**config.mk**
```make
export PLATFORM = sky130hd
export DESIGN_NAME = ces_event_select
export DESIGN_NICKNAME = d
export VERILOG_FILES = /design/src/pkg/ces_pkg.sv /design/src/hw/ces_sync.sv /design/src/hw/ces_event_select.sv
export VERILOG_INCLUDE_DIRS = /design/src /design/src/pkg
export SDC_FILE = /design/constraint.sdc
export NUM_CORES = 1
export LEC_CHECK = 0
export BUFFER_PORTS_ARGS = -buffer_cell sky130_fd_sc_hd__buf_2
export CAP_MARGIN = 10
export CORE_UTILIZATION = 35
export DETAILED_ROUTE_END_ITERATION = 10
export MAX_ROUTING_LAYER = met4
export PLACE_DENSITY = 0.65
export SYNTH_ARGS = -nofsm -noshare
export SYNTH_HDL_FRONTEND = slang
export SYNTH_SLANG_ARGS = --single-unit
```
**constraint.sdc**
```tcl
create_clock -name ref_clk -period 1.7 [get_ports ref_clk]
set_input_delay 0.17 -clock ref_clk [delete_from_list [all_inputs] [get_ports ref_clk]]
set_output_delay 0.17 -clock ref_clk [all_outputs]
set_load 0.05 [all_outputs]
```
**src/pkg/ces_regs.svh**
```systemverilog
// Register map, field positions and reset values of the comparator event slice.
// Assumes inclusion by bare name from the package and the design files.
`ifndef CES_REGS_SVH
`define CES_REGS_SVH

// ----------------------------------------------------------------------------
// Bus geometry
// ----------------------------------------------------------------------------
`define CES_ADDR_W 8
`define CES_DATA_W 32
`define CES_CTRL_OFS 8'h00

// ----------------------------------------------------------------------------
// Control register fields
// ----------------------------------------------------------------------------
`define CES_INV_BIT 13
`define CES_MODE_BIT 10
`define CES_FLAG_BIT 9
`define CES_RES_BIT 8
`define CES_EVPOL_LSB 6
`define CES_REF_BIT 4
`define CES_CHAN_LSB 0
`define CES_CTRL_RST 16'h0000

// ----------------------------------------------------------------------------
// Bus response codes
// ----------------------------------------------------------------------------
`define CES_RESP_OKAY 2'h0
`define CES_RESP_SLVERR 2'h2

`endif

```
**src/pkg/ces_pkg.sv**
```systemverilog
// Types shared by the comparator event slice.
// Assumes the register header sits beside it on the include path.
`include "ces_regs.svh"

package ces_pkg;

    // ------------------------------------------------------------------------
    // Field encodings
    // ------------------------------------------------------------------------
    typedef enum logic [1:0] {
        CES_EV_OFF  = 2'b00,
        CES_EV_RISE = 2'b01,
        CES_EV_FALL = 2'b10,
        CES_EV_ANY  = 2'b11
    } ces_evpol_e;

    typedef enum logic [1:0] {
        CES_CH_PIN_ONE = 2'b00,
        CES_CH_PIN_TWO = 2'b01,
        CES_CH_RSV_A   = 2'b10,
        CES_CH_RSV_B   = 2'b11
    } ces_chan_e;

endpackage

```
**src/hw/ces_sync.sv**
```systemverilog
// Two-stage synchroniser for a level from outside the clock domain.
// Assumes the input may change at any time relative to ref_clk.
`timescale 1ns/100ps

module ces_sync (
    input wire logic ref_clk,
    input wire logic rst_n,
    input wire logic async_in,
    output logic sync_out
);

    logic meta_q;

    // ------------------------------------------------------------------------
    // Only the second stage reads the first.
    // ------------------------------------------------------------------------
    always_ff @(posedge ref_clk or negedge rst_n) begin
        if (!rst_n) begin
            meta_q <= 1'b0;
            sync_out <= 1'b0;
        end else begin
            meta_q <= async_in;
            sync_out <= meta_q;
        end
    end

endmodule

```
**src/hw/ces_event_select.sv**
```systemverilog
// Digital control slice of one comparator channel: input source selection,
// output polarity and event detection, with an AXI4-Lite register port.
// Assumes an analog core whose raw result arrives asynchronously.
`timescale 1ns/100ps
`include "ces_regs.svh"

module ces_event_select
    import ces_pkg::*;
(
    input wire logic ref_clk,
    input wire logic rst_n,
    input wire logic [`CES_ADDR_W-1:0] s_axi_awaddr,
    input wire logic s_axi_awvalid,
    output logic s_axi_awready,
    input wire logic [`CES_DATA_W-1:0] s_axi_wdata,
    input wire logic [3:0] s_axi_wstrb,
    input wire logic s_axi_wvalid,
    output logic s_axi_wready,
    output logic [1:0] s_axi_bresp,
    output logic s_axi_bvalid,
    input wire logic s_axi_bready,
    input wire logic [`CES_ADDR_W-1:0] s_axi_araddr,
    input wire logic s_axi_arvalid,
    output logic s_axi_arready,
    output logic [`CES_DATA_W-1:0] s_axi_rdata,
    output logic [1:0] s_axi_rresp,
    output logic s_axi_rvalid,
    input wire logic s_axi_rready,
    input wire logic comparator_result,
    output logic plus_sel_reference,
    output logic plus_sel_pin_one,
    output logic minus_sel_pin_one,
    output logic minus_sel_pin_two,
    output logic amplifier_mode,
    output logic event_trigger,
    output logic event_occurred_flag
);

    // ------------------------------------------------------------------------
    // Control state
    // ------------------------------------------------------------------------
    logic output_invert_sel_q;
    logic amplifier_mode_sel_q;
    logic event_flag_q;
    ces_evpol_e event_polarity_sel_q;
    logic plus_reference_sel_q;
    ces_chan_e minus_channel_sel_q;
    logic res_sync;
    logic res_prev_q;
    logic result_adj_q;
    logic trigger_q;

    logic aw_hold_q;
    logic [`CES_ADDR_W-1:0] aw_addr_q;
    logic w_hold_q;
    logic [15:0] w_data_q;
    logic [1:0] w_strb_q;
    logic do_wr;
    logic ctrl_wr;
    logic raw_rise;
    logic raw_fall;
    logic adj_rise;
    logic adj_fall;
    logic qualify;

    function automatic logic ctrl_hit(input logic [`CES_ADDR_W-1:0] addr);
        ctrl_hit = (addr == `CES_CTRL_OFS);
    endfunction

    function automatic logic [15:0] ctrl_pack();
        logic [15:0] v;
        v = `CES_CTRL_RST;
        v[`CES_INV_BIT] = output_invert_sel_q;
        v[`CES_MODE_BIT] = amplifier_mode_sel_q;
        v[`CES_FLAG_BIT] = event_flag_q;
        v[`CES_RES_BIT] = result_adj_q;
        v[`CES_EVPOL_LSB +: 2] = event_polarity_sel_q;
        v[`CES_REF_BIT] = plus_reference_sel_q;
        v[`CES_CHAN_LSB +: 2] = minus_channel_sel_q;
        ctrl_pack = v;
    endfunction

    // ------------------------------------------------------------------------
    // Result synchronisation and edge detection
    // ------------------------------------------------------------------------
    ces_sync u_sync (
        .ref_clk(ref_clk),
        .rst_n(rst_n),
        .async_in(comparator_result),
        .sync_out(res_sync)
    );

    // Edges are taken on the raw level and then mapped through the invert
    // select, so toggling the invert bit alone never looks like an edge.
    assign raw_rise = res_sync & ~res_prev_q;
    assign raw_fall = ~res_sync & res_prev_q;
    assign adj_rise = output_invert_sel_q ? raw_fall : raw_rise;
    assign adj_fall = output_invert_sel_q ? raw_rise : raw_fall;

    always_comb begin
        unique case (event_polarity_sel_q)
            CES_EV_ANY: qualify = raw_rise | raw_fall;
            CES_EV_FALL: qualify = adj_fall;
            CES_EV_RISE: qualify = adj_rise;
            CES_EV_OFF: qualify = 1'b0;
        endcase
        qualify = qualify & ~event_flag_q;
    end

    always_ff @(posedge ref_clk or negedge rst_n) begin
        if (!rst_n) begin
            res_prev_q <= 1'b0;
            result_adj_q <= 1'b0;
            trigger_q <= 1'b0;
        end else begin
            res_prev_q <= res_sync;
            result_adj_q <= res_sync ^ output_invert_sel_q;
            trigger_q <= qualify;
        end
    end

    // ------------------------------------------------------------------------
    // Event flag: a new event wins over a clear in the same cycle
    // ------------------------------------------------------------------------
    always_ff @(posedge ref_clk or negedge rst_n) begin
        if (!rst_n) begin
            event_flag_q <= 1'b0;
        end else if (qualify) begin
            event_flag_q <= 1'b1;
        end else if (ctrl_wr && w_strb_q[1] && !w_data_q[`CES_FLAG_BIT]) begin
            event_flag_q <= 1'b0;
        end
    end

    // ------------------------------------------------------------------------
    // Control register fields
    // ------------------------------------------------------------------------
    assign do_wr = aw_hold_q & w_hold_q & ~s_axi_bvalid;
    assign ctrl_wr = do_wr & ctrl_hit(aw_addr_q);

    always_ff @(posedge ref_clk or negedge rst_n) begin
        if (!rst_n) begin
            output_invert_sel_q <= 1'b0;
            amplifier_mode_sel_q <= 1'b0;
            event_polarity_sel_q <= CES_EV_OFF;
            plus_reference_sel_q <= 1'b0;
            minus_channel_sel_q <= CES_CH_PIN_ONE;
        end else if (ctrl_wr) begin
            // Bits 15:14, 12:11, 5 and 3:2 have no storage.
            if (w_strb_q[1]) begin
                output_invert_sel_q <= w_data_q[`CES_INV_BIT];
                amplifier_mode_sel_q <= w_data_q[`CES_MODE_BIT];
            end
            if (w_strb_q[0]) begin
                event_polarity_sel_q <= ces_evpol_e'(w_data_q[`CES_EVPOL_LSB +: 2]);
                plus_reference_sel_q <= w_data_q[`CES_REF_BIT];
                minus_channel_sel_q <= ces_chan_e'(w_data_q[`CES_CHAN_LSB +: 2]);
            end
        end
    end

    // ------------------------------------------------------------------------
    // Analog source selection; all zero ties the input to ground
    // ------------------------------------------------------------------------
    always_ff @(posedge ref_clk or negedge rst_n) begin
        if (!rst_n) begin
            plus_sel_reference <= 1'b0;
            plus_sel_pin_one <= 1'b0;
            minus_sel_pin_one <= 1'b0;
            minus_sel_pin_two <= 1'b0;
            amplifier_mode <= 1'b0;
        end else begin
            plus_sel_reference <= plus_reference_sel_q & ~amplifier_mode_sel_q;
            plus_sel_pin_one <= ~plus_reference_sel_q;
            minus_sel_pin_one <= (minus_channel_sel_q == CES_CH_PIN_ONE);
            minus_sel_pin_two <= (minus_channel_sel_q == CES_CH_PIN_TWO)
                & ~amplifier_mode_sel_q;
            amplifier_mode <= amplifier_mode_sel_q;
        end
    end

    assign event_trigger = trigger_q;
    assign event_occurred_flag = event_flag_q;

    // ------------------------------------------------------------------------
    // AXI4-Lite write channel
    // ------------------------------------------------------------------------
    always_ff @(posedge ref_clk or negedge rst_n) begin
        if (!rst_n) begin
            aw_hold_q <= 1'b0;
            aw_addr_q <= '0;
            s_axi_awready <= 1'b1;
        end else if (s_axi_awvalid && s_axi_awready) begin
            aw_hold_q <= 1'b1;
            aw_addr_q <= s_axi_awaddr;
            s_axi_awready <= 1'b0;
        end else if (do_wr) begin
            aw_hold_q <= 1'b0;
        end else if (s_axi_bvalid && s_axi_bready) begin
            s_axi_awready <= 1'b1;
        end
    end

    always_ff @(posedge ref_clk or negedge rst_n) begin
        if (!rst_n) begin
            w_hold_q <= 1'b0;
            w_data_q <= '0;
            w_strb_q <= '0;
            s_axi_wready <= 1'b1;
        end else if (s_axi_wvalid && s_axi_wready) begin
            w_hold_q <= 1'b1;
            w_data_q <= s_axi_wdata[15:0];
            w_strb_q <= s_axi_wstrb[1:0];
            s_axi_wready <= 1'b0;
        end else if (do_wr) begin
            w_hold_q <= 1'b0;
        end else if (s_axi_bvalid && s_axi_bready) begin
            s_axi_wready <= 1'b1;
        end
    end

    always_ff @(posedge ref_clk or negedge rst_n) begin
        if (!rst_n) begin
            s_axi_bvalid <= 1'b0;
            s_axi_bresp <= `CES_RESP_OKAY;
        end else if (do_wr) begin
            s_axi_bvalid <= 1'b1;
            s_axi_bresp <= ctrl_hit(aw_addr_q) ? `CES_RESP_OKAY : `CES_RESP_SLVERR;
        end else if (s_axi_bready) begin
            s_axi_bvalid <= 1'b0;
        end
    end

    // ------------------------------------------------------------------------
    // AXI4-Lite read channel
    // ------------------------------------------------------------------------
    always_ff @(posedge ref_clk or negedge rst_n) begin
        if (!rst_n) begin
            s_axi_arready <= 1'b1;
            s_axi_rvalid <= 1'b0;
            s_axi_rdata <= '0;
            s_axi_rresp <= `CES_RESP_OKAY;
        end else if (s_axi_arvalid && s_axi_arready) begin
            s_axi_arready <= 1'b0;
            s_axi_rvalid <= 1'b1;
            if (ctrl_hit(s_axi_araddr)) begin
                s_axi_rdata <= {16'h0000, ctrl_pack()};
                s_axi_rresp <= `CES_RESP_OKAY;
            end else begin
                s_axi_rdata <= '0;
                s_axi_rresp <= `CES_RESP_SLVERR;
            end
        end else if (s_axi_rvalid && s_axi_rready) begin
            s_axi_rvalid <= 1'b0;
            s_axi_arready <= 1'b1;
        end
    end
endmodule

```
==> flow_summary.yaml <==
placement:
  hpwl_mm: 2.76
  dp_slack_ns: -0.167
  port_buffers: 56
  routabilityCongestion: 0.693
cts:
  cts_root_buffer: "clkbuf_8"
  clk_latency_ns: 0.30
  cts_buffers: 5
  cts_tree: "yes"
  htreeDepth: 2
  clk_pin_slew_ns: 0.09
  clock_sinks: 54
  clk_path_buf_depth: 2
floorplan:
  initial_core_util_pct: 37.0
  die_w_um: 82.0
  io_pins: 108
  rows: 28
  dieArea_sq_um: 6730
  fp.coreArea_sq_um: 6060
  die_y_um: 82.0
job:
  cap_violations: 0
grt:
  grt_usage_pct: 12.3
  grt-ovfl-total: 0
  grt_max_degree: 37
  grt_pass1_vias: 1326
  grt_first_pass_wirelength_mm: 5.95
  grt_antenna_before_repair: 0
status:
  violations: "setup timing"
  status: "finished, violations left"
critical_path:
  cp_top_family: "simple AND/OR/NAND/NOR gates"
  critical_path_required_ns: 1.89
  r2r_cells: 3
  slowest_delay_ns: 0.54
  crit_type: "reg2reg"
  r2r-start: "aw_addr_q[2]"
  crit_buf_inv: 0
  cp_data_arrival_time_ns: 2.06
  cpMaxStageDelayCell: "or4_4"
  cp_common_cell: "or4_4"
  cp-start-kind: "flop"
  r2r_slack_ns: -0.17
  crit_fanout: 3
  r2r-end: "output_invert_sel_q"
  cp_cell_sequence: "or4_4 > or4_4 > mux2_4"
  cp-end-kind: "flop"
synth:
  ys_warn_count: 0
  syn_area_sq_um: 2240
  synthDistinctLibCells: 29
  ys_seq_area_share_pct: 60.4
  synth.avg_cell_area_sq_um: 13.3
  syn_inst: 169
  synth-seq-cells: 54
timing:
  finalHoldViolations: 0
  drv_slew: 0
  setup_viol: 8
  skew_ns: 0.00701
  fmax_mhz: 535
  worst_pin_slew_ns: 0.509
  fin_crit_ns: 1.87
  max_slew_margin_pct: 66.0
  rsz0062_at_grt: "yes"
  worst_slack_ns: -0.170
  finalCritPeriodShare_pct: 110
detailed_routing:
  drtIter0Drc: 26
  firstDrtPassIters: 2
  vias_per_cell: 4.56
  totalWireLength_mm: 3.78
  drc: 0
  antenna_left: 0
  vias: 1432
  wire_per_inst_um: 12.0
power:
  p_per_area_nw_per_um2: 1270
  leakage_uw: 0.00138
  peakVddDrop_mv: 0.662
  fin_total_pwr_uw: 3430
cells_and_area:
  multi_input_area_sq_um: 768
  drive_gt1_share_pct: 43.5
  n_antenna_cell: 0
  area_growth_pct: 20.8
  nets: 300
  nFillCells: 574
  seqCellArea_sq_um: 1360
worst_hold_path:
  min_from: "s_axi_awvalid"
  hold_end: "s_axi_awready"
  hold_path_depth: 2
  hold_class: "in2reg"
synthesized netlist by cell type, drive strengths merged:
library cell	count	area share (%)
conb	1	0.17
nor2	6	1.0
nand3	2	0.45
and3	1	0.28
ha	2	1.1
a21oi	4	0.89
buf	25	8.4
nand4bb	1	0.50
mux2i	3	1.3
nor3b	1	0.33
nand3b	2	0.67
o22ai	1	0.28
dfrtp	51	57
xor2	1	0.39
inv	8	1.3
mux2	25	13
nor3	2	0.67
dfstp	3	3.5
or4	5	2.0
nand2b	1	0.28
o21ai	4	0.89
a22o	9	3.5
clkbuf	2	0.33
nand4b	1	0.39
nand2	7	1.2
nor2b	1	0.28
routing by layer:
metal	wire length, um	part of all wire, %	GRT usage, %
met3	264	7.0	3.67
met1	1720	46	15.2
met4	40	1.1	3.86
met5	0	0	-
met2	1750	46	19.3
through the flow:
step | hold WS (ns) | cell area [sq um] | TNS, ns | util (%) | cells
global route | 0.00326 | 2710 | -1.35 | 44.7 | 314
CTS | 0.00208 | 2700 | -0.944 | 44.5 | 313
finish | 0.0134 | 2710 | -0.827 | 44.7 | 314
detailed placement | 0.150 | 2560 | -0.586 | 42.3 | 302
global placement | 0.138 | 2560 | -0.547 | 42.3 | 302
floorplan | -0.126 | 2330 | -0.224 | - | 193
cells in the final DEF (no fill, tap or decap), types with 3 or more instances in the layout:
cell type  count
dfrtp_1       51
inv_1          8
clkbuf_8       6
mux2i_1        3
nand2_1        7
dfstp_2        3
or4_4          3
nor2_1         5
a21oi_1        4
buf_2         56
o21ai_0        4
a22o_1         9
conb_1        25
buf_4          5
mux2_2        23
timing repair:
item / CTS / global route
setup buffers: 1 / 1
endpoints found under the hold margin: 17 / 0
hold buffers: 2 / 0
endpoints found under the setup margin: 8 / 8
pin swaps: 0 / 3
gates resized for setup: 4 / 1
cloned: 0 / 0
cell families after synthesis:
| family | Yosys count | synth area share [%] |
|---|---|---|
| other | 1 | 0.167 |
| muxes | 28 | 14.2 |
| AOI/OAI and AO/OA | 18 | 5.58 |
| buffers and inverters | 35 | 10.0 |
| xor gates and xnor gates | 1 | 0.391 |
| adders and majority gates | 2 | 1.12 |
| and+or+nand+nor | 30 | 8.04 |
| DFF | 54 | 60.4 |
report_power, final:
part,total (uW),internal [uW],switching [uW]
clock,722,330,393
combinational,927,367,559
sequential,1780,1600,178
total,3430,2300,1130
state kept, by name, summed over array words and instances, names as in the netlist, 2 cells and up:
register and flops:
w_data_q 8, w_strb_q 2, s_axi_rdata 9, aw_addr_q 8
event_polarity_sel_q 2, minus_channel_sel_q 2
cell type report:
class | instances | share of cell area [%]
multi-input cells | 104 | 28.4
clock inverters | 1 | 0.185
flip-flops and latches | 54 | 50.0
repair buffers | 65 | 13.6
inverters | 8 | 1.11
well taps | 75 | 3.47
clock buffers | 7 | 3.19
how the worst max path moves through the flow:
stage / start / to / slack (ns) / cells past startpoint
after floorplan: aw_addr_q[5] / amplifier_mode_sel_q / -0.11 / 3
after global placement: aw_addr_q[5] / output_invert_sel_q / -0.15 / 3
after detailed placement: aw_addr_q[5] / output_invert_sel_q / -0.17 / 3
after CTS: aw_addr_q[5] / output_invert_sel_q / -0.19 / 3
after global routing: aw_addr_q[2] / output_invert_sel_q / -0.20 / 3
final: aw_addr_q[2] / output_invert_sel_q / -0.17 / 3
Power figures use the tool's default switching activity.
